$ cat config.mk
export PLATFORM = sky130hd
export DESIGN_NAME = complementary_dead_band_delay
export DESIGN_NICKNAME = d
export VERILOG_FILES = /design/src/verilog/dead_band_pkg.sv /design/src/verilog/complementary_dead_band_delay.sv /design/src/verilog/edge_delay_timer.sv
export SDC_FILE = /design/constraint.sdc
export NUM_CORES = 1
export LEC_CHECK = 0
export BUFFER_PORTS_ARGS = -buffer_cell sky130_fd_sc_hd__buf_4
export CAP_MARGIN = 15
export CORE_ASPECT_RATIO = 1.2
export CORE_UTILIZATION = 55
export DETAILED_ROUTE_END_ITERATION = 16
export PLACE_DENSITY = 0.72
export SLEW_MARGIN = 20
export SYNTH_ARGS = -nofsm -noshare
export SYNTH_HDL_FRONTEND = slang
export SYNTH_HIERARCHICAL = 1
export SYNTH_SLANG_ARGS = --single-unit
$ cat constraint.sdc
create_clock -name ref_clk -period 7 [get_ports ref_clk]
set_input_delay 0.7 -clock ref_clk [delete_from_list [all_inputs] [get_ports ref_clk]]
set_output_delay 0.7 -clock ref_clk [all_outputs]
set_load 0.005 [all_outputs]
$ cat src/verilog/dead_band_pkg.sv
// constants for the dead-band delay stage
package dead_band_pkg;
	localparam int          COUNT_WIDTH        = 6;
	localparam int          ADDR_WIDTH         = 2;
	localparam int          DATA_WIDTH         = 8;
	localparam int          CHAIN_LEN_DEFAULT  = 4;
	localparam logic [1:0]  RISING_COUNT_ADDR  = 2'h0;
	localparam logic [1:0]  FALLING_COUNT_ADDR = 2'h1;
	localparam logic [1:0]  SOURCE_CTRL_ADDR   = 2'h2;
	localparam int          RISING_SEL_BIT     = 7;
	localparam int          FALLING_SEL_BIT    = 6;
	localparam int          POLARITY_LSB       = 0;
	localparam int          POLARITY_WIDTH     = 4;
	localparam logic [7:0]  SOURCE_CTRL_RESET  = 8'h00;
	localparam logic [5:0]  COUNT_ZERO         = 6'h00;
endpackage : dead_band_pkg

$ cat src/verilog/complementary_dead_band_delay.sv
// dead-band delay stage of the complementary output generator
`timescale 1ns/1ns
module complementary_dead_band_delay #(
	parameter int CHAIN_LEN = dead_band_pkg::CHAIN_LEN_DEFAULT
) (
	input  wire logic                                ref_clk,
	input  wire logic                                nrst,
	input  wire logic                                event_in,
	input  wire logic [dead_band_pkg::ADDR_WIDTH-1:0] addr,
	input  wire logic [dead_band_pkg::DATA_WIDTH-1:0] wdata,
	input  wire logic                                wr,
	input  wire logic                                rd,
	output logic      [dead_band_pkg::DATA_WIDTH-1:0] rdata,
	output logic                                     primary_out,
	output logic                                     complementary_out
);
	import dead_band_pkg::*;

	// elaboration checks
	if (CHAIN_LEN < 1 || CHAIN_LEN > 255) begin : g_bad_chain
		$error("chain length out of range");
	end

	if (COUNT_WIDTH + 2 != DATA_WIDTH) begin : g_bad_width
		$error("count field must leave two unused upper bits");
	end

	if (RISING_SEL_BIT >= DATA_WIDTH || FALLING_SEL_BIT >= DATA_WIDTH) begin : g_bad_sel
		$error("source select bit outside the control register");
	end

	logic                   sync1_reg;
	logic                   sync1_next;
	logic                   sync2_reg;
	logic                   sync2_next;
	logic                   prev_reg;
	logic                   prev_next;
	logic [COUNT_WIDTH-1:0] rising_dead_count_reg;
	logic [COUNT_WIDTH-1:0] rising_dead_count_next;
	logic [COUNT_WIDTH-1:0] falling_dead_count_reg;
	logic [COUNT_WIDTH-1:0] falling_dead_count_next;
	logic [DATA_WIDTH-1:0]  source_ctrl_reg;
	logic [DATA_WIDTH-1:0]  source_ctrl_next;
	logic [DATA_WIDTH-1:0]  rdata_next;
	logic                   primary_next;
	logic                   complementary_next;
	logic                   rise;
	logic                   fall;
	logic                   rise_done;
	logic                   fall_done;

	// keep the implemented low bits of a count write
	function automatic logic [COUNT_WIDTH-1:0] count_field(
		input logic [DATA_WIDTH-1:0] value
	);
		count_field = value[COUNT_WIDTH-1:0];
	endfunction : count_field

	// unimplemented upper bits of a count read back as zero
	function automatic logic [DATA_WIDTH-1:0] count_readback(
		input logic [COUNT_WIDTH-1:0] value
	);
		count_readback = {{(DATA_WIDTH - COUNT_WIDTH){1'b0}}, value};
	endfunction : count_readback

	// edge detect on the synchronised event
	assign rise = sync2_reg & ~prev_reg;
	assign fall = ~sync2_reg & prev_reg;

	// dead-band count registers
	always_comb begin
		rising_dead_count_next  = rising_dead_count_reg;
		falling_dead_count_next = falling_dead_count_reg;
		if (wr) begin
			case (addr)
				RISING_COUNT_ADDR: begin
					rising_dead_count_next = count_field(wdata);
				end
				FALLING_COUNT_ADDR: begin
					falling_dead_count_next = count_field(wdata);
				end
				default: begin
					rising_dead_count_next = rising_dead_count_reg;
				end
			endcase
		end
	end

	// counts held outside reset; power-on leaves them unknown
	always_ff @(posedge ref_clk) begin
		rising_dead_count_reg  <= rising_dead_count_next;
		falling_dead_count_reg <= falling_dead_count_next;
	end

	// source select control; the polarity bits are stored but drive nothing
	always_comb begin
		source_ctrl_next = source_ctrl_reg;
		if (wr) begin
			case (addr)
				SOURCE_CTRL_ADDR: begin
					source_ctrl_next = wdata;
				end
				default: begin
					source_ctrl_next = source_ctrl_reg;
				end
			endcase
		end
	end

	always_ff @(posedge ref_clk) begin
		if (!nrst) begin
			source_ctrl_reg <= SOURCE_CTRL_RESET;
		end else begin
			source_ctrl_reg <= source_ctrl_next;
		end
	end

	// read data, one cycle after the strobe, zero otherwise
	always_comb begin
		rdata_next = '0;
		if (rd) begin
			case (addr)
				RISING_COUNT_ADDR:  rdata_next = count_readback(rising_dead_count_reg);
				FALLING_COUNT_ADDR: rdata_next = count_readback(falling_dead_count_reg);
				SOURCE_CTRL_ADDR:   rdata_next = source_ctrl_reg;
				default:            rdata_next = '0;
			endcase
		end
	end

	always_ff @(posedge ref_clk) begin
		if (!nrst) begin
			rdata <= '0;
		end else begin
			rdata <= rdata_next;
		end
	end

	// two-flop synchroniser and edge history
	always_comb begin
		sync1_next = event_in;
		sync2_next = sync1_reg;
		prev_next  = sync2_reg;
	end

	always_ff @(posedge ref_clk) begin
		if (!nrst) begin
			sync1_reg <= 1'b0;
			sync2_reg <= 1'b0;
			prev_reg  <= 1'b0;
		end else begin
			sync1_reg <= sync1_next;
			sync2_reg <= sync2_next;
			prev_reg  <= prev_next;
		end
	end

	// outputs: delayed set, opposite edge clears
	always_comb begin
		primary_next       = primary_out;
		complementary_next = complementary_out;
		if (rise_done) begin
			primary_next = 1'b1;
		end
		if (fall_done) begin
			complementary_next = 1'b1;
		end
		// clear comes last so a late done can never overlap the other output
		if (rise) begin
			complementary_next = 1'b0;
		end
		if (fall) begin
			primary_next = 1'b0;
		end
	end

	always_ff @(posedge ref_clk) begin
		if (!nrst) begin
			primary_out       <= 1'b0;
			complementary_out <= 1'b0;
		end else begin
			primary_out       <= primary_next;
			complementary_out <= complementary_next;
		end
	end

	edge_delay_timer #(
		.COUNT_WIDTH (COUNT_WIDTH),
		.CHAIN_LEN   (CHAIN_LEN)
	) u_rising (
		.ref_clk   (ref_clk),
		.nrst      (nrst),
		.start     (rise),
		.level_in  (sync2_reg),
		.use_chain (source_ctrl_reg[RISING_SEL_BIT]),
		.count     (rising_dead_count_reg),
		.done      (rise_done)
	);

	edge_delay_timer #(
		.COUNT_WIDTH (COUNT_WIDTH),
		.CHAIN_LEN   (CHAIN_LEN)
	) u_falling (
		.ref_clk   (ref_clk),
		.nrst      (nrst),
		.start     (fall),
		.level_in  (~sync2_reg),
		.use_chain (source_ctrl_reg[FALLING_SEL_BIT]),
		.count     (falling_dead_count_reg),
		.done      (fall_done)
	);
endmodule : complementary_dead_band_delay

$ cat src/verilog/edge_delay_timer.sv
// one edge delay timer: counts clock periods or chain element periods
`timescale 1ns/1ns
module edge_delay_timer #(
	parameter int COUNT_WIDTH = 6,
	parameter int CHAIN_LEN   = 4
) (
	input  wire logic                   ref_clk,
	input  wire logic                   nrst,
	input  wire logic                   start,
	input  wire logic                   level_in,
	input  wire logic                   use_chain,
	input  wire logic [COUNT_WIDTH-1:0] count,
	output logic                        done
);
	localparam int PW = COUNT_WIDTH + 8;
	if (CHAIN_LEN < 1 || CHAIN_LEN > 255) begin : g_bad_chain
		$error("chain length out of range");
	end
	if (COUNT_WIDTH < 1) begin : g_bad_count
		$error("count width must be at least one bit");
	end
	logic [PW-1:0] left_reg;
	logic [PW-1:0] left_next;
	logic          busy_reg;
	logic          busy_next;
	logic          done_next;
	logic [PW-1:0] load;

	always_comb begin
		// chain element modelled as a fixed number of clock periods
		if (use_chain) begin
			load = PW'(count) * PW'(CHAIN_LEN);
		end else begin
			load = PW'(count);
		end
		left_next = left_reg;
		busy_next = busy_reg;
		done_next = 1'b0;
		if (start) begin
			if (count == '0) begin
				busy_next = 1'b0;
				done_next = level_in;
			end else begin
				busy_next = 1'b1;
				left_next = load - PW'(1);
			end
		end else if (busy_reg) begin
			if (left_reg == '0) begin
				busy_next = 1'b0;
				done_next = level_in;
			end else begin
				left_next = left_reg - PW'(1);
			end
		end
	end

	always_ff @(posedge ref_clk) begin
		if (!nrst) begin
			left_reg <= '0;
			busy_reg <= 1'b0;
			done     <= 1'b0;
		end else begin
			left_reg <= left_next;
			busy_reg <= busy_next;
			done     <= done_next;
		end
	end
endmodule : edge_delay_timer

# After elaboration in Yosys (flattened, before gate mapping)
# Cells that the tools add are included.
[op_classes] addsub=4 mul=0 n_div=0 order_cmp=0 n_eq_ne=6 shifts=0 muxes=27 n_bitwise=5 n_reduce_logical=15
[op_table] operator="$mux 14" n=8
[op_table] operator="$logic_not 14->1" n=2
[op_table] operator="$sub 14x1->14 const B" n=2
[op_table] operator="$pmux 8 s3" n=1
[op_table] operator="$sub 8x1->9 const B" n=2
[op_table] operator="$mux 1" n=16
[op_table] operator="$mux 8" n=2
[op_table] operator="$logic_not 6->1" n=2
[op_table] operator="$ne 2x2->1 const B" n=4
[op_table] operator="$reduce_and 2->1" n=4
[op_table] operator="$reduce_and 3->1" n=2
[op_table] operator="$reduce_bool 2->1" n=2
[op_table] operator="$reduce_or 2->1" n=2
[op_table] operator="$not 1->1" n=3
[op_table] operator="$and 1x1->1" n=2
[op_table] operator="$eq 2x1->1 const B" n=1
[op_table] operator="$eq 2x2->1 const B" n=1
[op_table] operator="$logic_not 2->1" n=1
[word_totals] ff_bits=65 latch_bits=0 ramBits=0 mem_bits_ro=0 inputBits=15 out_inout_bits=10 elab_cells=72 memories=0

# Logic depth before layout (Yosys ltp)
# Gate-level depths: netlist of the first run.
[logic_depth] depth_word=4 mapped_depth=13 depth_no_buf=10

# Modules after synthesis
# Netlist of the first run, hierarchy kept.
[by_module_without_submodules] module="edge_delay_timer" instances=2 cells_each=135 area_per_inst_um2=1158.6 seq_area_each_um2=320.3
[by_module_without_submodules] module="complementary_dead_band_delay" instances=1 cells_each=107 area_per_inst_um2=1231.2 seq_area_each_um2=780.7

# Worst setup path before layout of the first run
# No wires, ideal clock.
[synth_path] path_kind="register to register" start="register sync2_reg (netlist: prev_next)" end="register u_rising.left_reg[8]" setup_time_ns=0.115 arrival_time_ns=2.284 t_required_ns=6.885 path_slack_ns=4.601 stages_incl_launch_ff=13 n_path_buf=3 synth_period_minus_slack_ns=2.399 path_cell_list="dfxtp_1 inv_1 nor2_1 buf_2 buf_4 inv_2 buf_2 a22oi_1 ha_1 nand4b_2 o311ai_1 o21ai_1 and2_1"
[synth_between] elab_chain_cells=3 word_cells_on_any_way=6 classes_between="eq/ne: 2; mux: 1; bitwise: 1; reduce/logical: 2"
[synth_rtl] item="start, declared" line="complementary_dead_band_delay.sv:34" source="logic sync2_reg;"
[synth_rtl] item="start signal, assigned" line="complementary_dead_band_delay.sv:153" source="sync2_reg <= sync2_next;"
[synth_rtl] item="$and 1x1->1 *" line="complementary_dead_band_delay.sv:67" source="assign rise = sync2_reg & ~prev_reg;"
[synth_rtl] item="via rise" line="complementary_dead_band_delay.sv:47" source="logic rise;"
[synth_rtl] item="$ne 2x2->1 (no source line) / $reduce_bool 2->1 (equally long branches)"
[synth_rtl] item="$reduce_and 3->1 (no source line)"
[synth_rtl] item="end signal, assigned" line="edge_delay_timer.sv:63" source="left_reg <= left_next;"
[synth_rtl] item="end, declared" line="edge_delay_timer.sv:22" source="logic [PW-1:0] left_reg;"
# The timed path passes the listed nets; every way through them passes the cells marked *.
# A chain may end at the register's enable or synchronous reset.

# Worst setup path in the final report of the first run
# Ends and elaborated chain as after synthesis.

==> metrics, run 1 <==
hold path depth=1; maximum vdd drop=0.124 mV; Die Span Y=90.0 µm; cell with the most instances after synthesis=dfxtp_1; clock skew=0.00733 ns; worst-margin pin slew=0.879 ns; total of max-cap violations=0; cell taking the most area after synthesis=dfxtp_1; Cell Int Power=around 640 µW; Hold Path Class=reg2reg; post-CTS resize count=0; Cells after Synth=377; syn nets=between 300 and 400; hold_sp=sync1_reg$_SDFF_PN0_; Power Total=915 µW; CTS H-tree lvls=3; Port Buffers=24; syn avg cell area=9.41 µm²; WP data required=7.25 ns; drc violations=0; effective utilization at floorplan=57.9%; final RePlAce weighted congestion=0.867; Setup violations, final=0; hold endpoint=prev_next$_SDFF_PN0_; r2r endpoint=u_rising/left_reg[8]$_SDFFE_PN0P_; worst relative slew slack=41.2%; initial antenna violation count=0; Inserted Diodes=0; RSZ-0062 raised after global routing=no; clock buffer depth=2; CTS sink count=65; post-CTS setup buffers=0; r2r startpoint=prev_next$_SDFF_PN0_; share of the synthesized area in the top cell type=roughly 30%; Total Wirelength=around 7600 µm; Detailed Place HPWL=5200 µm; number of flops mapped to enable cells by yosys=12; ANT nets after route=0; period utilisation layout=roughly 34%; drt wl/cell=15.9 µm; first-pass GRT wire length=12300 µm; Syn-to-layout area delta=9.52%; clk root buf=clkbuf_8; reg2reg path depth=10; total negative slack=0 ns; DRT iter0 DRCs=319; layout cells sized above 1=18.2%; hold_ws=0.441 ns; register bit total from synthesis=65; fillcell total=548; Vias/cell=between 6 and 7; CP Capture Type=flop; top post-synthesis cells by area=dfxtp_1, edfxtp_1, nand2_1; top post-synthesis cells by count=dfxtp_1, nand2_1, nor2_1; clock network power share=35.7%; LEAKAGE=1.49 nW; outcome=complete, no violations; WS Path Type=reg2reg; pwr/cell area=235 nW/µm²; Seq pwr share=a little under half; synth unique cells=59; Sw Ratio=between 20% and 30%; NetSw=273 µW; min cycle time layout=2.39 ns; core area=6130 µm²; clk_lat worst skew=0.35 ns; CTS buffer count=9; area of the die=6780 µm²; Area after DPL=about 3700 µm²; Async SR Flop Fraction=0%; Initial DRT Pass Iterations=5; Fin. Hold Viols=0; Nets=408; # hold bufs at CTS=0; number of global-route vias before repair=2561; CP max FO=20; IO Pins=25; fin area=3890 µm²; Syn. warnings=6; via count=slightly below 3000; fmax=418 MHz; Cell Area, Synth=3550 µm²; number of placement rows=31; CP startpoint=prev_next$_SDFF_PN0_; Die X-Extent=~75 µm; Comb pwr share=18.4%; CP startpoint kind=flop; sequential share of the synthesized area=40.1%; GR Overflow Total=0; CP arrival=about 2.6 ns; clock edge transition at the registers on the reported setup and hold paths=0.08 ns; Primary FF master, synth=dfxtp_1; Total GRT Usage=24.1%; CTS tree=built; final count of pins violating max slew=0; reg2reg setup slack=4.61 ns; largest net degree at the start of global routing=56
-- worst max path at each step --
stage                                             end  depth (start not counted)
detailed placement  u_rising/left_reg[8]$_SDFFE_PN0P_                         10
CTS                 u_rising/left_reg[8]$_SDFFE_PN0P_                         10
global route        u_rising/left_reg[8]$_SDFFE_PN0P_                         10
global placement    u_rising/left_reg[8]$_SDFFE_PN0P_                         10
finish              u_rising/left_reg[8]$_SDFFE_PN0P_                         10
floorplan           u_rising/left_reg[8]$_SDFFE_PN0P_                         12
-- critical path, stage by stage (launching register included) --
cell	delay [ns]
dfxtp_1	0.37
inv_1	0.07
nor2_1	0.10
buf_4	0.27
inv_2	0.17
a22oi_1	0.26
ha_1	0.26
nand4b_2	0.21
o311ai_1	0.32
o21ai_1	0.09
and2_1	0.16
-- metal layers --
metal  global-route usage (%)  wire (µm)  vias to the layer above
li1                         -          -                     1422
met1                     30.6       3330                     1370
met2                     37.1       3730                       71
met3                     5.38        303                       20
met4                     13.3        221                        0
met5                        0          0                        -
-- cell families after synthesis --
kind of cell / count (synthesis) / share of synthesized area (%)
and+or+nand+nor: 148 / 24.2
AOI/OAI and AO/OA: 106 / 21.7
DFF: 65 / 40.1
buffers and inverters: 32 / 5.50
xor gates and xnor gates: 12 / 2.96
muxes: 12 / 4.94
adders and majority gates: 2 / 0.705
-- layout make-up --
class | instances | area, µm² | share of cell area, %
timing repair buffer | 26 | 195 | 5.02
clock buffer | 9 | 124 | 3.19
sequential | 65 | 1420 | 36.6
clock inverter | 7 | 77.6 | 2.00
tap | 82 | 103 | 2.64
inverter | 9 | 33.8 | 0.869
multi-input combinational | 280 | 1930 | 49.7
-- metrics by stage --
stage | util, % | instances | worst slack, ns
finish | 63.4 | 478 | 4.61
global route | 63.4 | 478 | 4.40
CTS | 63.4 | 478 | 4.63
detailed placement | 60.1 | 462 | 4.64
global placement | 60.1 | 462 | 4.72
floorplan | - | 377 | 4.60
-- power by group through the flow --
stage          logic (mW)  registers (mW)  clock network (mW)
2_1_floorplan       0.136           0.421                   0
3_3_place_gp        0.163           0.427                   0
3_5_place_dp        0.165           0.428                   0
4_1_cts             0.166           0.419               0.336
5_1_grt             0.186           0.422               0.355
6_report            0.169           0.420               0.327
-- cell usage in the layout (no fill, tap or decap), types with 7 or more instances in the layout --
master,instances
a211oi_1,12
a21oi_1,8
and2_1,11
buf_4,26
clkbuf_8,9
dfxtp_1,53
edfxtp_1,12
inv_1,7
nand2_1,43
nand2b_1,14
nand3_1,13
nor2_1,22
nor2b_1,7
o211a_1,8
o21ai_0,18
xnor2_1,8
(Power assumes the default switching activity.)
==> inputs of run 2 (changes only) <==
==> constraint.sdc (replaced) <==
create_clock -name ref_clk -period 2.2 [get_ports ref_clk]
set_input_delay 0.22 -clock ref_clk [delete_from_list [all_inputs] [get_ports ref_clk]]
set_output_delay 0.22 -clock ref_clk [all_outputs]
set_load 0.005 [all_outputs]
==> metrics, run 2 (synthesis gave the netlist of run 1 again) <==
r2r endpoint=u_rising/left_reg[9]$_SDFFE_PN0P_; CP startpoint kind=flop; ANT nets after route=0 (unchanged); fmax=477 MHz (+14%); core area=6130 µm² (unchanged); effective utilization at floorplan=57.9% (unchanged); WS Path Type=reg2reg; final setup margin=0.104 ns (-4.51 ns); LEAKAGE=1.58 nW (+6.3%); most common cell after layout, fill and taps aside=dfxtp_1; Fin. Hold Viols=0 (unchanged); Detailed Place HPWL=5590 µm (+7.6%); Total GRT Usage=25.4% (+1.3 points); Initial DRT Pass Iterations=4 (-1); reg2reg setup slack=0.10 ns (-4.51 ns); hold path depth=1 (unchanged); layout cells sized above 1=23.5% (+5.3 points); fin area=4060 µm² (+4.6%); CTS tree=built; Place WS=0.0506 ns (-4.59 ns); wl on met1=3610 µm (+8.6%); drt wl/cell=16.2 µm (+1.9%); clk root buf=clkbuf_8; GR Overflow Total=0 (unchanged); CP arrival=2.34 ns (-0.30 ns); Nets=425 (+4.2%); worst relative slew slack=60.0% (+19 points); outcome=complete, no violations; clock skew=0.00819 ns (+0.000860 ns); maximum vdd drop=0.550 mV (+340%); clk_lat worst skew=0.35 ns (about the same); max layer used=met4; CP startpoint=prev_next$_SDFF_PN0_; hold_ws=0.0641 ns (-0.376 ns); number of placement rows=31 (unchanged); period utilisation layout=95.3% (+61 points); clock edge transition at the registers on the reported setup and hold paths=0.07 ns (about the same); CTS H-tree lvls=3 (unchanged); Port Buffers=24 (unchanged); total negative slack=0 ns (unchanged); area of the die=6780 µm² (unchanged); first-pass GRT wire length=13100 µm (+6.1%); fillcell total=533 (-2.7%); via count=2923 (+1.4%); CTS buffer count=9 (unchanged); routed wl met3=289 µm (-4.6%); CP Capture Type=flop; Vias/cell=5.91 (-2.1%); Inserted Diodes=0 (unchanged); WP data required=2.44 ns (-4.81 ns); met2 wire length=3950 µm (+5.7%); Hold Path Class=in2reg; number of global-route vias before repair=2719 (+6.2%); DRT iter0 DRCs=164 (-49%); CTS sink count=65 (unchanged); Total Wirelength=8000 µm (+5.5%); worst-margin pin slew=0.598 ns (-0.281 ns); hold_sp=wdata[0]; final RePlAce weighted congestion=0.881 (+1.6%); largest net degree at the start of global routing=56 (unchanged); final count of pins violating max slew=0 (unchanged); min cycle time layout=2.10 ns (-0.294 ns); initial antenna violation count=0 (unchanged); r2r startpoint=prev_next$_SDFF_PN0_; Setup violations, final=0 (unchanged); total of max-cap violations=0 (unchanged); pwr/cell area=715 nW/µm² (+200%); Die Span Y=90.0 µm (unchanged); Power Total=2.91 mW (+220%); clock buffer depth=2 (unchanged); Area after DPL=3850 µm² (+4.5%); drc violations=0 (unchanged); Die X-Extent=75.3 µm (unchanged); Syn-to-layout area delta=14.5%; hold endpoint=rising_dead_count_reg[0]$_DFFE_PP_; reg2reg path depth=8 (-2); CP max FO=20 (unchanged); most frequent cells in the layout=dfxtp_1, nand2_1, buf_4; IO Pins=25 (unchanged)
==> run 2: stage by stage <==
| step | util [%] | std cells |
|---|---|---|
| finish | 66.3 | 495 |
| global route | 66.3 | 495 |
| CTS | 65.8 | 494 |
| detailed placement | 62.8 | 478 |
| floorplan | - | 377 |
| global placement | 62.8 | 478 |
==> run 2: where the power goes <==
part | total (mW) | leakage [nW] | switching, mW | internal (mW)
clock | 0.989 | 0.0940 | 0.473 | 0.516
sequential | 1.33 | 0.542 | 0.0615 | 1.27
combinational | 0.584 | 0.948 | 0.310 | 0.273
total | 2.91 | 1.58 | 0.845 | 2.06
==> run 2: per-layer routing <==
layer / global-route usage [%] / up-vias
met1: 33.4 / 1394
met2: 39.4 / 55
li1: - / 1460
met3: 6.05 / 14
met5: 0 / -
met4: 10.3 / 0
==> run 2: how the worst max path moves through the flow <==
stage                     slack, ns                            endpoint
after CTS                      0.04  u_falling/left_reg[9]$_SDFFE_PN0P_
after detailed placement       0.05  u_falling/left_reg[9]$_SDFFE_PN0P_
final                          0.10   u_rising/left_reg[9]$_SDFFE_PN0P_
after global placement         0.09   u_rising/left_reg[7]$_SDFFE_PN0P_
after global routing          -0.02   u_rising/left_reg[8]$_SDFFE_PN0P_
after floorplan              -0.003   u_rising/left_reg[8]$_SDFFE_PN0P_
==> run 2: final cells by class <==
cell class	instances	area, µm²	share of cell area (%)
clock buffers	10	128	3.14
clock inverters	6	57.6	1.42
repair buffers	43	335	8.25
well taps	82	103	2.52
flip-flops and latches	65	1420	35.0
multi-input cells	280	1980	48.8
inverters	9	33.8	0.831
==> run 2: worst max-delay path, stage by stage (launching register included) <==
cell and delay, ns:
dfxtp_2 0.36, inv_1 0.07, nor2_2 0.16, buf_12 0.18, mux2i_2 0.40, and4bb_4 0.34, o211ai_1 0.14, xor2_1 0.20
and2_1 0.16
==> run 2: repair_timing <==
action	4_1_cts	5_1_grt
endpoints found under the setup margin	0	14
resized for setup	0	7
setup buffers	0	1
hold buffers	0	0
